===== src/temp_sensor_pkg.sv =====
package temp_sensor_pkg;

   // Serial frame shape
   localparam int unsigned XMIT_BITS    = 16;
   localparam int unsigned RECV_BITS    = 8;
   localparam int unsigned FRAME_CLOCKS = 32;
   localparam int unsigned SYNC_STAGES  = 2;

   // Mode codes held in the low byte of the configuration word
   localparam logic [7:0] CODE_SHUTDOWN   = 8'hff;
   localparam logic [7:0] CODE_CONTINUOUS = 8'h00;

   // Temperature word layout
   localparam int unsigned TEMP_MSB      = 15;
   localparam int unsigned TEMP_LSB      = 2;
   localparam int unsigned TEMP_WIDTH    = 14;
   localparam logic [1:0]  TEMP_PAD_BITS = 2'h3;

   // Identification word layout; values are arbitrary
   localparam int unsigned MAKER_WIDTH   = 5;
   localparam int unsigned PART_WIDTH    = 11;
   localparam logic [4:0]  MAKER_CODE    = 5'h15;
   localparam logic [10:0] PART_CODE     = 11'h2a7;

   // Reset values
   localparam logic [13:0] TEMP_RESET    = 14'h0000;

   typedef enum logic [1:0] {
      MODE_CONTINUOUS = 2'b00,
      MODE_SHUTDOWN   = 2'b01,
      MODE_TEST       = 2'b11
   } op_mode_t;

   typedef enum logic [1:0] {
      LINK_IDLE = 2'b00,
      LINK_XMIT = 2'b01,
      LINK_RECV = 2'b11
   } link_state_t;

   typedef struct packed {
      logic cs_b;
      logic sclk;
      logic data;
   } link_pins_t;

   typedef struct packed {
      logic       valid;
      logic [TEMP_WIDTH-1:0] value;
   } temp_sample_t;

endpackage : temp_sensor_pkg


===== src/edge_finder.sv =====
`timescale 1ns/100ps
module edge_finder #(
   parameter logic IDLE_LEVEL = 1'b0
) (
   input  wire logic clk,
   input  wire logic rst_b,
   input  wire logic level_in,
   output logic      rise,
   output logic      fall
);
   typedef struct packed {
      logic last;
   } edge_state_t;

   edge_state_t state_reg;
   edge_state_t state_next;

   always_comb begin
      state_next      = state_reg;
      state_next.last = level_in;
   end

   always_ff @(posedge clk or negedge rst_b) begin
      if (!rst_b) begin
         // Starting from the pin's idle level avoids a false edge after reset
         state_reg <= '{last: IDLE_LEVEL};
      end else begin
         state_reg <= state_next;
      end
   end

   assign rise = level_in & ~state_reg.last;
   assign fall = ~level_in & state_reg.last;
endmodule : edge_finder


===== src/pin_sync.sv =====
`timescale 1ns/100ps
module pin_sync #(
   parameter int unsigned WIDTH = 3
) (
   input  wire logic             clk,
   input  wire logic             rst_b,
   input  wire logic [WIDTH-1:0] async_in,
   input  wire logic [WIDTH-1:0] reset_value,
   output logic      [WIDTH-1:0] sync_out
);
   typedef struct packed {
      logic [WIDTH-1:0] stage1;
      logic [WIDTH-1:0] stage2;
   } sync_state_t;

   sync_state_t state_reg;
   sync_state_t state_next;

   if (WIDTH < 1) begin : g_width_check
      $error("pin_sync needs WIDTH of at least one");
   end

   // Stages hold each pin XOR its idle level, so a plain zero reset reads back as idle
   always_comb begin
      state_next        = state_reg;
      state_next.stage1 = async_in ^ reset_value;
      state_next.stage2 = state_reg.stage1;
   end

   // Constant reset keeps the reset branch free of port values
   always_ff @(posedge clk or negedge rst_b) begin
      if (!rst_b) begin
         state_reg <= '0;
      end else begin
         state_reg <= state_next;
      end
   end

   assign sync_out = state_reg.stage2 ^ reset_value;
endmodule : pin_sync


===== src/temp_sensor_regs.sv =====
`timescale 1ns/100ps
// Summary of operation
// (RULE1) Configuration low byte all ones enters shutdown; upper byte ignored.
// (RULE2) Serial interface keeps working fully while in shutdown.
// (RULE3) In shutdown every read returns the fixed identification word.
// (RULE4) Identification word top five bits hold maker code, rest part code.
// (RULE5) Three registers only: temperature and ID readable, configuration write-only.
// (RULE6) All-zero configuration word selects continuous conversion mode.
// (RULE7) Host writes only shutdown or continuous codes; others enter test mode.
// (RULE8) Temperature word bits one and zero always sent as ones.
// (RULE9) Temperature bits fifteen to two: two's complement, 0.03125 C steps.
// (RULE10) Shutdown selects identification register for reads, else temperature.
// (RULE11) Frame is 32 clocks: 16 out to host, then 16 in.
// (RULE12) Output changes on falling clock edge, input sampled on rising.
// (RULE13) Received bits shift into eight-bit register; last eight count.
// (RULE14) Output sent most significant byte and bit first.
// (RULE15) New mode applied at chip select release; kept if under eight bits.
module temp_sensor_regs #(
   parameter int unsigned WORD_BITS = temp_sensor_pkg::XMIT_BITS
) (
   input  wire logic                  clk,
   input  wire logic                  rst_b,
   input  wire logic                  chip_select_b,
   input  wire logic                  serial_clock_in,
   input  wire logic                  data_in,
   output logic                       data_out,
   output logic                       data_oe_b,
   input  temp_sensor_pkg::temp_sample_t sample,
   output logic                       shutdown,
   output logic                       test_mode
);
   import temp_sensor_pkg::*;

   // Elaboration checks: the shift and count logic below is sized for this layout
   if (WORD_BITS != XMIT_BITS) begin : g_word_check
      $error("WORD_BITS must equal the transmit word width");
   end
   if (TEMP_WIDTH + $bits(TEMP_PAD_BITS) != WORD_BITS) begin : g_temp_check
      $error("temperature field and pad bits must fill the word");
   end
   if (TEMP_MSB != WORD_BITS - 1 || TEMP_MSB - TEMP_LSB + 1 != TEMP_WIDTH) begin : g_temp_pos
      $error("temperature field position does not match its width");
   end
   if (MAKER_WIDTH + PART_WIDTH != WORD_BITS) begin : g_id_check
      $error("identification fields must fill the word");
   end
   if (MAKER_WIDTH != $bits(MAKER_CODE) || PART_WIDTH != $bits(PART_CODE)) begin : g_code_check
      $error("identification codes must match their field widths");
   end
   // Receive counter is four bits wide and saturates at RECV_BITS
   if (RECV_BITS < 2 || RECV_BITS > 15) begin : g_recv_check
      $error("RECV_BITS must lie between 2 and 15");
   end
   // Clock counter is six bits wide and saturates at the end of the frame
   if (FRAME_CLOCKS != 2 * XMIT_BITS || FRAME_CLOCKS > 63) begin : g_frame_check
      $error("frame must be two words long and fit the clock counter");
   end
   if (SYNC_STAGES != 2) begin : g_sync_check
      $error("pin synchroniser has exactly two stages");
   end

   typedef struct packed {
      link_state_t           link;
      logic [5:0]            clk_count;
      logic [WORD_BITS-1:0]  out_shift;
      logic [RECV_BITS-1:0]  in_shift;
      logic [3:0]            in_count;
      logic                  out_bit;
      logic                  drive;
      op_mode_t              mode;
      logic [TEMP_WIDTH-1:0] temp_held;
   } regs_state_t;

   regs_state_t state_reg;
   regs_state_t state_next;

   logic [1:0] rst_sync_reg;
   logic       rst_int_b;
   link_pins_t pins_sync;
   link_pins_t pins_idle;
   logic       sclk_rise;
   logic       sclk_fall;
   logic       cs_fall;
   logic       cs_rise;
   logic [WORD_BITS-1:0] temp_word;
   logic [WORD_BITS-1:0] id_word;
   logic [WORD_BITS-1:0] load_word;

   // Reset released through two flops; asserts at once
   // Kept apart from the state struct: it is the only register reset by the raw pin
   always_ff @(posedge clk or negedge rst_b) begin
      if (!rst_b) begin
         rst_sync_reg <= 2'b00;
      end else begin
         rst_sync_reg <= {rst_sync_reg[0], 1'b1};
      end
   end
   assign rst_int_b = rst_sync_reg[1];

   assign pins_idle = '{cs_b: 1'b1, sclk: 1'b0, data: 1'b0};

   // Serial clock is sampled, not used as a clock, so it must stay below clk/4
   pin_sync #(
      .WIDTH (3)
   ) u_pin_sync (
      .clk         (clk),
      .rst_b       (rst_int_b),
      .async_in    ({chip_select_b, serial_clock_in, data_in}),
      .reset_value (pins_idle),
      .sync_out    (pins_sync)
   );

   edge_finder u_sclk_edge (
      .clk      (clk),
      .rst_b    (rst_int_b),
      .level_in (pins_sync.sclk),
      .rise     (sclk_rise),
      .fall     (sclk_fall)
   );

   edge_finder #(
      .IDLE_LEVEL (1'b1)
   ) u_cs_edge (
      .clk      (clk),
      .rst_b    (rst_int_b),
      .level_in (pins_sync.cs_b),
      .rise     (cs_rise),
      .fall     (cs_fall)
   );

   assign temp_word = {state_reg.temp_held, TEMP_PAD_BITS};                      // (RULE8) (RULE9)
   assign id_word   = {MAKER_CODE, PART_CODE};                                   // (RULE4)
   assign load_word = (state_reg.mode == MODE_SHUTDOWN) ? id_word : temp_word;   // (RULE3) (RULE10)

   always_comb begin
      state_next          = state_reg;

      // Latest finished conversion is kept; a frame in flight still shifts its snapshot
      if (sample.valid) begin
         state_next.temp_held = sample.value;                                    // (RULE9)
      end

      case (state_reg.link)
         LINK_IDLE: begin
            state_next.drive = 1'b0;
            if (cs_fall) begin
               // First bit appears as soon as chip select drops
               state_next.link      = LINK_XMIT;
               state_next.clk_count = 6'd0;
               state_next.out_bit   = load_word[WORD_BITS-1];                    // (RULE14)
               state_next.out_shift = {load_word[WORD_BITS-2:0], 1'b0};
               state_next.in_count  = 4'd0;
               state_next.drive     = 1'b1;                                      // (RULE2)
            end
         end
         LINK_XMIT: begin
            if (sclk_rise) begin
               state_next.clk_count = state_reg.clk_count + 6'd1;
               if (state_reg.clk_count == 6'(XMIT_BITS - 1)) begin
                  state_next.link  = LINK_RECV;                                  // (RULE11)
                  state_next.drive = 1'b0;
               end
            end else if (sclk_fall && state_reg.clk_count != 6'd0) begin
               state_next.out_bit   = state_reg.out_shift[WORD_BITS-1];          // (RULE12) (RULE14)
               state_next.out_shift = {state_reg.out_shift[WORD_BITS-2:0], 1'b0};
            end
         end
         LINK_RECV: begin
            // Extra clocks past the frame keep shifting; only the last eight count
            if (sclk_rise) begin
               state_next.in_shift = {state_reg.in_shift[RECV_BITS-2:0],
                                      pins_sync.data};                           // (RULE12) (RULE13)
               if (state_reg.in_count != 4'(RECV_BITS)) begin
                  state_next.in_count = state_reg.in_count + 4'd1;
               end
               if (state_reg.clk_count != 6'(FRAME_CLOCKS)) begin
                  state_next.clk_count = state_reg.clk_count + 6'd1;             // (RULE11)
               end
            end
         end
         default: begin
            state_next.link  = LINK_IDLE;
            state_next.drive = 1'b0;
         end
      endcase

      // Chip select high ends any frame at once and commits a full byte
      if (cs_rise) begin
         state_next.link  = LINK_IDLE;
         state_next.drive = 1'b0;
         if (state_reg.link == LINK_RECV && state_reg.in_count == 4'(RECV_BITS)) begin // (RULE15)
            if (state_reg.in_shift == CODE_SHUTDOWN) begin
               state_next.mode = MODE_SHUTDOWN;                                  // (RULE1)
            end else if (state_reg.in_shift == CODE_CONTINUOUS) begin
               state_next.mode = MODE_CONTINUOUS;                                // (RULE6)
            end else begin
               state_next.mode = MODE_TEST;                                      // (RULE7)
            end
         end
      end
   end

   // Configuration is write-only: nothing reads the mode back over the wire
   always_ff @(posedge clk or negedge rst_int_b) begin
      if (!rst_int_b) begin
         state_reg.link      <= LINK_IDLE;
         state_reg.clk_count <= 6'd0;
         state_reg.out_shift <= '0;
         state_reg.in_shift  <= '0;
         state_reg.in_count  <= 4'd0;
         state_reg.out_bit   <= 1'b0;
         state_reg.drive     <= 1'b0;
         state_reg.mode      <= MODE_CONTINUOUS;
         state_reg.temp_held <= TEMP_RESET;
      end else begin
         state_reg.link      <= state_next.link;
         state_reg.clk_count <= state_next.clk_count;
         state_reg.out_shift <= state_next.out_shift;
         state_reg.in_shift  <= state_next.in_shift;
         state_reg.in_count  <= state_next.in_count;
         state_reg.out_bit   <= state_next.out_bit;
         state_reg.drive     <= state_next.drive;
         state_reg.mode      <= state_next.mode;
         state_reg.temp_held <= state_next.temp_held;
      end
   end

   // Test mode stops the device answering: line stays released
   assign data_out  = state_reg.out_bit;                                         // (RULE5)
   assign data_oe_b = ~(state_reg.drive && state_reg.mode != MODE_TEST);        // (RULE7)
   assign shutdown  = (state_reg.mode == MODE_SHUTDOWN);
   assign test_mode = (state_reg.mode == MODE_TEST);

endmodule : temp_sensor_regs


===== config.mk =====
export PLATFORM = sky130hd
export DESIGN_NAME = temp_sensor_regs
export DESIGN_NICKNAME = d
export VERILOG_FILES = /design/src/temp_sensor_pkg.sv /design/src/edge_finder.sv /design/src/pin_sync.sv /design/src/temp_sensor_regs.sv
export SDC_FILE = /design/constraint.sdc
export NUM_CORES = 1
export LEC_CHECK = 0
export ABC_AREA = 1
export BUFFER_PORTS_ARGS = -buffer_cell sky130_fd_sc_hd__buf_2
export CAP_MARGIN = 20
export CORE_UTILIZATION = 50
export CTS_BUF_LIST = sky130_fd_sc_hd__clkbuf_4
export CTS_CLUSTER_DIAMETER = 150
export CTS_CLUSTER_SIZE = 8
export DETAILED_ROUTE_END_ITERATION = 7
export PLACE_DENSITY = 0.68
export SETUP_SLACK_MARGIN = 0.5
export SYNTH_ARGS = -nofsm -noshare
export SYNTH_HDL_FRONTEND = slang
export SYNTH_SLANG_ARGS = --single-unit

===== constraint.sdc =====
create_clock -name clk -period 2.1 [get_ports clk]
set_input_delay 0.21 -clock clk [delete_from_list [all_inputs] [get_ports clk]]
set_output_delay 0.21 -clock clk [all_outputs]
set_load 0.01 [all_outputs]

* Word level (Yosys, flattened, before mapping)
Cells that the tools add are included.
Cells by class: bitwise gates (word level) 10, $lt $le $gt $ge 0, reductions and logical operators 16, $mul 0, equal/unequal tests 21, $add $sub $neg 2, multiplexer cells 26, divide/modulo/power cells 0, shift operators 0
Operator list (number):
- 2-to-1 mux 16 bit | 3
- case mux 16 bit (2 select lines) | 1
- 2-to-1 mux 24 bit | 1
- 2-to-1 mux 6 bit | 3
- != test 2 bit (second input constant) | 9
- case mux 6 bit (3 select lines) | 1
- AND reduction 4 bit | 3
- 2-to-1 mux 2 bit | 5
- != test 3 bit (second input constant) | 3
- equality test 8 bit (second input constant) | 1
- zero test 8 bit | 1
- 2-to-1 mux 4 bit | 2
- 2-to-1 mux 8 bit | 1
- case mux 4 bit (2 select lines) | 1
- adder 6 x 1 -> 6 bit (second input constant) | 1
- equality test 6 x 4 -> 1 bit (second input constant) | 1
- != test 6 bit (second input constant) | 1
- inverter 1 bit | 6
- case mux 2 bit (3 select lines) | 1
- nonzero test 6 bit | 1
- AND reduction 5 bit | 1
- adder 4 x 1 -> 4 bit (second input constant) | 1
- AND 1 bit | 4
- equality test 2 x 1 -> 1 bit (second input constant) | 2
- other kinds (13) | 21
Storage, ports and cells: bits of input ports 20, memories 0, register bits after elaboration 64, logic and storage cells 89, latch bits 0, output and inout port bits 4, ROM bits 0, bits in writable memories 0

* Depth between registers and ports, before layout
Gate-level depths: netlist of the first run.
depth in word-level cells 6, mapped depth 10, gate-level depth less buffers 9

* Cells and area by module
From an unflattened synthesis of the first run, not the netlist that was laid out.
Unflattened totals: cells, all modules 388, area total of the unflattened synthesis 3015.4 um^2
By module, submodules not included:
- temp_sensor_regs | cells each 345, instances 1, area an instance 2682.6 um^2, seq. area each 1376.3 um^2
- pin_sync | cells each 33, instances 1, area an instance 251.5 um^2, seq. area each 150.1 um^2
- edge_finder (u_cs_edge) | cells each 5, instances 1, area an instance 41.3 um^2, seq. area each 26.3 um^2
- edge_finder (u_sclk_edge) | cells each 5, instances 1, area an instance 40.0 um^2, seq. area each 25.0 um^2

* Least setup slack after synthesis of the first run
OpenSTA, ideal clock, no wires.
path type register to register, from register state_reg[46] (netlist bit), to register state_reg[39] (netlist bit), setup slack 0.733 ns, arrival 1.250 ns, data required time 1.984 ns, period minus slack after synthesis 1.367 ns, cell stages (with the launch flop) 11, path buffers 1, setup time 0.116 ns, cells stage by stage dfrtp_1 inv_1 ha_1 nand2_1 nor2_2 nand2_2 nand3_4 nand2_4 buf_6 nand2_1 nand2_1
On the way: word-level cells in the longest chain between the ends 4
Ends and longest elaborated chain:
- start, declared | RTL line temp_sensor_regs.sv:74 | regs_state_t state_reg;
- nonzero test 6 bit | RTL line temp_sensor_regs.sv:163 | end else if (sclk_fall && state_reg.clk_count != 6'd0) begin
- logical AND 1 bit | RTL line temp_sensor_regs.sv:163
- != test 2 bit (no source line)
- AND reduction 4 bit (no source line)
No other way between the ends. A chain may end at the register's enable or synchronous reset.

* Worst setup path in the final report of the first run
from register state_reg[46] (netlist bit), to register state_reg[44] (netlist bit)
The elaborated chain is that of the path after synthesis.

==> results of run 1 <==
power breakdown:
part	leakage, uW	switching (uW)	internal [uW]	total (uW)
clock network	0.0000727	424	361	785
registers	0.000804	145	1410	1550
logic	0.000908	392	307	699
total	0.00178	961	2070	3030
metal layers:
metal | GRT usage | vias up
met5 | 0 | -
met4 | 0.09818 | 0
met3 | 0.04828 | 8
met2 | 0.3034 | 55
met1 | 0.2906 | 1105
li1 | - | 1200
cell usage after synthesis, types with 2 or more instances:
master and count:
inv_1 40, nor3_1 4, o21ai_0 34, nand4_1 3, nand2_4 4, clkbuf_1 3
a21oi_1 9, buf_6 4, nor2_1 22, xnor2_1 2, ha_1 6, buf_4 2
xor2_1 2, dfrtp_1 62, buf_2 2, nand2_1 104, inv_2 5, nand2_2 4
nor2_4 2, nand3_1 26
worst register-to-register path: stages (launching register included):
cell     delay, ns
dfrtp_2       0.46
inv_2         0.07
ha_1          0.15
nand2_1       0.07
nor2_2        0.13
nand2_2       0.10
nand3_4       0.18
nand2_4       0.12
nand2_1       0.09
nand2_1       0.04
worst paths after layout:
| path | from | to | cells after the start | slack (ns) |
|---|---|---|---|---|
| hold reg to reg | rst_sync_reg[1]$_DFF_PN0_ | state_reg[10]$_DFFE_PN0P_ | 0 | 0.10 |
| hold / removal | sample[10] | state_reg[10]$_DFFE_PN0P_ | 3 | 0.02 |
| max in group asynchronous | rst_sync_reg[1]$_DFF_PN0_ | u_cs_edge.state_reg$_DFF_PN1_ | 1 | 1.44 |
| setup reg to reg | state_reg[46]$_DFFE_PN0P_ | state_reg[44]$_DFFE_PN0P_ | 9 | 0.57 |
| min in group asynchronous | rst_sync_reg[1]$_DFF_PN0_ | state_reg[10]$_DFFE_PN0P_ | 0 | 0.10 |
| setup / recovery | state_reg[46]$_DFFE_PN0P_ | state_reg[44]$_DFFE_PN0P_ | 9 | 0.57 |
layout make-up:
type / instances / area share
clock inverters: 6 / 0.01473
flip-flops and latches: 63 / 0.4545
clock buffers: 10 / 0.02156
well taps: 72 / 0.02587
multi-input cells: 235 / 0.3432
inverters: 46 / 0.05031
repair buffers: 43 / 0.08983
repair_timing:
item,4_1_cts,5_1_grt
resized for setup,1,8
hold buffers,14,0
setup endpoints to repair,15,26
setup buffers,0,4
hold endpoints to repair,15,0
pin swaps,0,4
gates cloned,0,3
through the flow:
step           utilization  power, uW  instance area (sq um)
2_1_floorplan            -       2009                   2973
3_3_place_gp        0.5571       2140                   3124
3_5_place_dp        0.5571       2152                   3124
4_1_cts             0.6049       2963                   3392
5_1_grt             0.6209       3235                   3482
6_report            0.6209       3034                   3482
kinds of logic (layout without fill, tap and decap cells):
group	after synthesis	in the layout	synth area share
AO/OA/AOI/OAI	46	46	0.07874
XOR/XNOR	4	4	0.01179
adder cells (fa/ha/maj)	6	6	0.02526
buffers and inverters	57	105	0.08631
flip-flops	63	63	0.5309
other	1	1	0.001262
AND/OR/NAND/NOR	175	178	0.2657
==> results.toml, run 1 <==
[outcome]
outcome = "finished clean"

[place]
place.gp.congestion = 0.8097
pre_cts_ws_ns = 0.4748
dp.cells = 438
numPortBuffers = 23
hpwl_um = 3776

[global_routing]
grt_overflow = 0
grt_usage = 0.2073
grt_pass1_vias = 2184
grt_pass1_wl_um = 9791
grt_start_max_net_pins = 56
antenna_found_initial = 0

[critical_path]
critPathMaxFanout = 7
critical_path_class = "flip-flop to flip-flop"
cp_slowest_stage_delay_ns = 0.46
crit_chain = "inv_2, ha_1, nand2_1, nor2_2, nand2_2, nand3_4, nand2_4, nand2_1, nand2_1"
crit_buf_inv = 1
startpoint_type = "flip-flop"
end_kind = "flip-flop"
critPathTopFamily = "simple AND/OR/NAND/NOR gates"
cp_slowest_cell = "dfrtp_2"
cp_common_cell = "nand2_1"
critical_path_required_ns = 2.40
worstPathArrival_ns = 1.82

[layout]
seq_area_sq_um = 1583
final_layout_size_suffix_gt1_frac = 0.1811
multi_input_area_sq_um = 1195
syn2layout_area_growth_pct = 17.18
instances_no_fill = 475
final_cell_mix = "nand2_1 (102), dfrtp_1 (58), inv_1 (39), o21ai_0 (34), nand3_1 (26)"
nNetsFinal = 424
antenna_cells = 0
n_fill_cell = 488
final_common_cell = "nand2_1"
largest_reg_flops = 52

[logic_synthesis]
synth_top_area_frac = 0.5221
ys_types = 32
synth_area_leaders = "dfrtp_1 (52%), nand2_1 (13%), o21ai_0 (5.7%), inv_1 (5.1%), nand3_1 (4.4%)"
synth-async-reset-ratio = 1.000
synth_area_sq_um = 2972
synthCells = 352
ys_ff_latch = 63
synth_edf_count = 0
avgSynthCellArea_sq_um = 8.442
synth_nets = 378
ys.flop_type = "dfrtp_1"
yosys_warnings = 0
yosysSeqAreaShare = 0.5309
yosys.area.top_type = "dfrtp_1"

[clock_network]
cts_tree = "built"
clock_sinks = 63
clk_path_buf_depth = 2
cts-root-buf = "clkbuf_4"
path_clk_slew_ns = 0.10
cts_buffers = 9
htreeDepth = 3
insertion_delay_ns = 0.41

[drt]
vias = 2368
ant_nets = 0
wl_met2_um = 2566
wl_per_cell_um = 12.07
drc = 0
drt_iter0_markers = 106
routed_wirelength_um = 5734
vias_per_cell = 4.985
firstDrtPassIters = 4
wl_met3_um = 293
met1_length_um = 2802
routed.top_layer = "met4"

[sta]
final_hold_viol_count = 0
hold_slack_ns = 0.02249
rsz0062_at_grt = "true"
slew_viol_final = 0
fin_ws_ns = 0.5744
fin_setup_tns_ns = 0
clock_skew_ns = 0.01246
setup_viol = 0
slew_headroom = 0.6689
fmax_mhz = 655.5
tightestPinTransition_ns = 0.4949
post-route-period-util = 0.7265
min_period_ns = 1.526

[floorplanning]
num_rows = 27
die_h_um = 79.09
die_w_um = 79.09
io_pins = 24
start_util = 0.5299
fp.coreArea_sq_um = 5608
dieArea_sq_um = 6255

[power_and_ir_drop]
p_per_area_nw_per_um2 = 871.2
p_leak_uw = 0.001785
peakVddDrop_mv = 0.4349

[hold_path]
hp-class = "input port to flip-flop"

[job]
drv_cap = 0
Note: power is estimated with default switching activity, not from simulation.
==> inputs of run 2 (changes only) <==
--- a/config.mk
+++ b/config.mk
@@ -13,7 +13,7 @@
 export CTS_CLUSTER_DIAMETER = 150
 export CTS_CLUSTER_SIZE = 8
 export DETAILED_ROUTE_END_ITERATION = 7
-export PLACE_DENSITY = 0.68
+export PLACE_DENSITY = 0.71
 export SETUP_SLACK_MARGIN = 0.5
 export SYNTH_ARGS = -nofsm -noshare
 export SYNTH_HDL_FRONTEND = slang
==> constraint.sdc (replaced) <==
create_clock -name clk -period 1.4 [get_ports clk]
set_input_delay 0.14 -clock clk [delete_from_list [all_inputs] [get_ports clk]]
set_output_delay 0.14 -clock clk [all_outputs]
set_load 0.01 [all_outputs]
==> run 2 against run 1 <==
  * Worst setup slack worse by 0.55 ns
  * Combinational power increased by 92%
  * Via count rose by 6.8%
  * Clock skew is 0.010 ns higher
  * Sequential power rose by 50%
  * Sequential cell count did not move
  * Final cell count is 4.8% higher
  * Critical path depth unchanged
  * Die area did not move
  * Count of clock-buffer cells in the layout increased by 2
==> results.toml, run 2 (synthesized netlist as in run 1, its figures left out) <==
[critical_path]
cp_slowest_stage_delay_ns = 0.38
cp_num_cells = 9
critical_path_class = "flip-flop to flip-flop"
critPathTopFamily = "simple AND/OR/NAND/NOR gates"
rrSetupSlack_ns = 0.02
startpoint_type = "flip-flop"
critPathCapture = "state_reg[37]$_DFFE_PN0P_"
cp_slowest_cell = "dfrtp_1"
cp-startpoint = "state_reg[46]$_DFFE_PN0P_"
rr_startpoint = "state_reg[46]$_DFFE_PN0P_"
crit_chain = "inv_2, ha_4, nand2_4, nor2_4, nand2_2, nand3_4, buf_12, nand3_1, nand2_2"
regToRegEndpoint = "state_reg[37]$_DFFE_PN0P_"
critPathMaxFanout = 8
worstPathArrival_ns = 1.70
crit_buf_inv = 2
cp_common_cell = "nand2_2"
end_kind = "flip-flop"
critical_path_required_ns = 1.72
r2r.worst_path.cells = 9

[sta]
slew_viol_final = 0
min_period_ns = 1.380
rsz0062_at_grt = "true"
final_hold_viol_count = 0
clock_skew_ns = 0.02243
post-route-period-util = 0.9858
fmax_mhz = 724.6
setup_viol = 0
fin_ws_ns = 0.01987

[outcome]
outcome = "finished clean"

[global_routing]
grt_overflow = 0
antenna_found_initial = 0
grt_pass1_wl_um = 11020
grt_usage = 0.2334
grt_start_max_net_pins = 43
grt_pass1_vias = 2407

[power_and_ir_drop]
clock_power_share = 0.251
p_per_area_nw_per_um2 = 1234
p_total_uw = 4895
switchingPower_uw = 1584
peakVddDrop_mv = 0.8842
power_frac_seq = 0.475
internal_power_uw = 3311
p_leak_uw = 0.001993
sw_frac_of_total = 0.3235
p_comb_frac = 0.273

[clock_network]
insertion_delay_ns = 0.42
htreeDepth = 3
cts_tree = "built"
path_clk_slew_ns = 0.11
clk_path_buf_depth = 2
cts_buffers = 9
clock_sinks = 63
cts-root-buf = "clkbuf_4"

[layout]
final_cell_mix = "nand2_1 (73), dfrtp_1 (59), inv_1 (30), nand2_2 (29), o21ai_0 (23)"
syn2layout_area_growth_pct = 33.52
n_fill_cell = 418
final_layout_size_suffix_gt1_frac = 0.3498
largest_reg_flops = 52
nNetsFinal = 447
final_common_cell = "nand2_1"
antenna_cells = 0
stdcell_area_sq_um = 3968

[floorplanning]
fp.coreArea_sq_um = 5608
start_util = 0.5299
die_h_um = 79.09
die_w_um = 79.09
num_rows = 27
dieArea_sq_um = 6255
io_pins = 24

[drt]
drt_iter0_markers = 198
vias = 2529
wl_per_cell_um = 13.57
drc = 0
vias_per_cell = 5.078
routed_wirelength_um = 6756
ant_nets = 0
firstDrtPassIters = 4

[place]
numPortBuffers = 23
place.gp.congestion = 0.7488
place_area_sq_um = 3273
pre_cts_ws_ns = 0.03134
hpwl_um = 3962

[hold_path]
hp-class = "input port to async pin"

[job]
drv_cap = 0
run 2: final cells by class:
class	instances	area [sq um]	area share
tap	72	90.09	0.02271
timing repair buffer	67	556.8	0.1403
inverter	46	177.7	0.04478
sequential	63	1584	0.3992
clock inverter	4	46.29	0.01167
clock buffer	12	90.09	0.02271
multi-input combinational	234	1423	0.3586
run 2: power groups by stage:
stage | logic, uW | registers [uW] | clock network (uW)
6_report | 1340 | 2330 | 1230
5_1_grt | 1490 | 2360 | 1350
4_1_cts | 1190 | 2300 | 1260
3_5_place_dp | 983 | 2330 | 0
3_3_place_gp | 954 | 2320 | 0
2_1_floorplan | 715 | 2310 | 0
run 2: repair_timing:
item                       in CTS  in global routing
hold buffers                   18                  0
pin swaps                      24                 21
setup endpoints to repair      43                 43
hold endpoints to repair       19                  0
buffers inserted                8                  5
cloned                          3                  0
resized for setup              33                 50
run 2: metal layers:
layer,vias up,global-route usage,routed length [um]
met5,-,0,0
met4,0,0.08182,74
met3,8,0.07816,317
met2,63,0.3491,3403
met1,1208,0.3173,2961
li1,1250,-,-
run 2: how the worst min path moves through the flow:
stage | start | end | slack [ns] | cells after the start
after floorplan | rst_b | rst_sync_reg[0]$_DFF_PN0_ | -0.16 | 0
after global placement | rst_b | rst_sync_reg[0]$_DFF_PN0_ | -0.08 | 1
after detailed placement | rst_b | rst_sync_reg[0]$_DFF_PN0_ | -0.07 | 1
after CTS | rst_b | rst_sync_reg[1]$_DFF_PN0_ | 0.02 | 2
after global routing | rst_b | rst_sync_reg[1]$_DFF_PN0_ | 0.02 | 2
final | rst_b | rst_sync_reg[1]$_DFF_PN0_ | 0.04 | 2
run 2: through the flow:
step | hold WS, ns | util | setup TNS [ns] | std cells
finish | 0.03563 | 0.7075 | 0 | 498
detailed placement | -0.07265 | 0.5837 | 0 | 448
global placement | -0.07535 | 0.5837 | 0 | 448
global route | 0.01858 | 0.7075 | -0.4332 | 498
floorplan | -0.1556 | - | 0 | 352
CTS | 0.01723 | 0.6738 | 0 | 493
==> inputs of run 3 (changes only) <==
--- a/config.mk
+++ b/config.mk
@@ -13,6 +13,7 @@
 export CTS_CLUSTER_DIAMETER = 150
 export CTS_CLUSTER_SIZE = 8
 export DETAILED_ROUTE_END_ITERATION = 7
+export GPL_TIMING_DRIVEN = 0
 export PLACE_DENSITY = 0.71
 export SETUP_SLACK_MARGIN = 0.5
 export SYNTH_ARGS = -nofsm -noshare
==> run 3 against run 2 <==
  * Routed wire length grew 5.7%
  * Final cell count grew 1.6%
  * Worst hold slack gained 0.074 ns
  * Register-to-register slack is essentially flat
  * Total power grew 1.4%
  * Sequential share of layout area shrank 1.2 points
  * First-iteration DRC count shrank 42%
  * Maximum frequency grew 0.17%
  * Non-clock buffer count grew 10
==> results.toml, run 3 (synthesized netlist as in run 1, its figures left out) <==
[critical_path]
worstPathArrival_ns = 1.69
critical_path_class = "flip-flop to flip-flop"
crit_chain = "inv_2, ha_4, nand2_4, nor2_4, nand2_2, nand3_4, nand2_4, buf_6, nand2_2, nand2_2"
rrSetupSlack_ns = 0.02
critPathMaxFanout = 5
rr_startpoint = "state_reg[46]$_DFFE_PN0P_"
end_kind = "flip-flop"
cp_common_cell = "nand2_2"
cp_slowest_stage_delay_ns = 0.43
regToRegEndpoint = "state_reg[37]$_DFFE_PN0P_"
cp_slowest_cell = "dfrtp_2"
startpoint_type = "flip-flop"
r2r.worst_path.cells = 10
critical_path_required_ns = 1.71

[hold_path]
worstHoldPathCells = 2
min_to = "state_reg[13]$_DFFE_PN0P_"
min_from = "sample[14]"
hp-class = "input port to flip-flop"

[floorplanning]
start_util = 0.5299
die_w_um = 79.09
dieArea_sq_um = 6255
fp.coreArea_sq_um = 5608
die_h_um = 79.09
io_pins = 24
num_rows = 27

[sta]
fmax_mhz = 725.8
final_hold_viol_count = 0
setup_viol = 0
clock_skew_ns = 0.01514
rsz0062_at_grt = "true"
min_period_ns = 1.378
fin_ws_ns = 0.02225
slew_viol_final = 0
post-route-period-util = 0.9841

[global_routing]
grt_overflow = 0
grt_start_max_net_pins = 33
grt_pass1_vias = 2432
grt_usage = 0.2377
antenna_found_initial = 0
grt_pass1_wl_um = 11070

[clock_network]
cts_tree = "built"
clk_path_buf_depth = 2
cts_buffers = 9
insertion_delay_ns = 0.42
cts-root-buf = "clkbuf_4"
clock_sinks = 63
htreeDepth = 3
path_clk_slew_ns = 0.12

[power_and_ir_drop]
sw_frac_of_total = 0.3374
p_per_area_nw_per_um2 = 1215
power_frac_seq = 0.468
internal_power_uw = 3288
p_total_uw = 4963
p_comb_frac = 0.280
peakVddDrop_mv = 0.8218
switchingPower_uw = 1675
clock_power_share = 0.251
p_leak_uw = 0.002015

[outcome]
outcome = "finished clean"

[drt]
routed_wirelength_um = 7143
firstDrtPassIters = 4
drc = 0
drt_iter0_markers = 115
ant_nets = 0
vias_per_cell = 5.136
wl_per_cell_um = 14.12
vias = 2599

[layout]
nNetsFinal = 455
final_cell_mix = "nand2_1 (80), dfrtp_1 (60), inv_1 (30), o21ai_0 (28)"
antenna_cells = 0
final_common_cell = "nand2_1"
largest_reg_flops = 52
syn2layout_area_growth_pct = 37.52
final_layout_size_suffix_gt1_frac = 0.3318

[place]
numPortBuffers = 22
pre_cts_ws_ns = -0.1307
place.gp.congestion = 0.7897
hpwl_um = 3838

[job]
drv_cap = 0
-- run 3: timing repair --
| item | in CTS | in global routing |
|---|---|---|
| endpoints found under the setup margin | 103 | 44 |
| resized for setup | 40 | 35 |
| setup buffers | 17 | 6 |
| hold endpoints to repair | 19 | 0 |
| gates cloned | 1 | 1 |
| pin swaps | 10 | 10 |
| hold buffers | 19 | 0 |
-- run 3: power by group through the flow --
stage / combinational [uW] / sequential [uW] / clock [uW]
CTS: 1180 / 2310 / 1280
floorplan: 715 / 2310 / 0
detailed placement: 886 / 2360 / 0
finish: 1390 / 2320 / 1250
global route: 1550 / 2360 / 1360
global placement: 862 / 2350 / 0
-- run 3: layer usage --
| layer | vias to the layer above | share of wire | global-route usage | wire length, um |
|---|---|---|---|---|
| met5 | - | 0 | 0 | 0 |
| met4 | 0 | 0.028 | 0.1018 | 200 |
| met2 | 58 | 0.51 | 0.3586 | 3630 |
| li1 | 1262 | - | - | - |
| met1 | 1258 | 0.42 | 0.3160 | 3030 |
| met3 | 21 | 0.039 | 0.07471 | 281 |
-- run 3: cell type report --
class                           instances  area (sq um)
Sequential cell                        63          1583
Fill cell                             400          1521
Multi-Input combinational cell        232          1401
Timing Repair Buffer                   66         570.5
Inverter                               46         192.7
Buffer                                 11         108.9
Tap cell                               72         90.09
Clock inverter                          7         72.57
Clock buffer                            9         67.56
-- run 3: how the worst max path moves through the flow --
stage | to | slack, ns | start | cells past startpoint
6_report | state_reg[37]$_DFFE_PN0P_ | 0.02 | state_reg[46]$_DFFE_PN0P_ | 10
4_1_cts | state_reg[41]$_DFFE_PN0P_ | 0.04 | state_reg[46]$_DFFE_PN0P_ | 10
2_1_floorplan | state_reg[35]$_DFFE_PN0P_ | 0.03 | state_reg[46]$_DFFE_PN0P_ | 10
3_5_place_dp | state_reg[41]$_DFFE_PN0P_ | -0.13 | state_reg[46]$_DFFE_PN0P_ | 10
5_1_grt | state_reg[37]$_DFFE_PN0P_ | -0.05 | state_reg[46]$_DFFE_PN0P_ | 10
3_3_place_gp | state_reg[40]$_DFFE_PN0P_ | -0.12 | state_reg[46]$_DFFE_PN0P_ | 10
-- run 3: critical path, delay by kind of cell, from the launching register on --
family	cells	cell delay, ns
and+or+nand+nor	7	0.49
adders and majority gates	1	0.14
DFF	1	0.43
buffers and inverters	2	0.22
-- run 3: stage by stage --
stage,cells,hold slack (ns),utilization,area (sq um),setup TNS (ns)
after floorplan,352,-0.1556,-,3047,0
after global placement,446,-0.07534,0.5790,3247,-1.206
after detailed placement,446,-0.07151,0.5790,3247,-1.272
after CTS,499,0.1011,0.6896,3867,0
after global routing,506,0.1177,0.7287,4086,-0.1786
final,506,0.1097,0.7287,4086,0
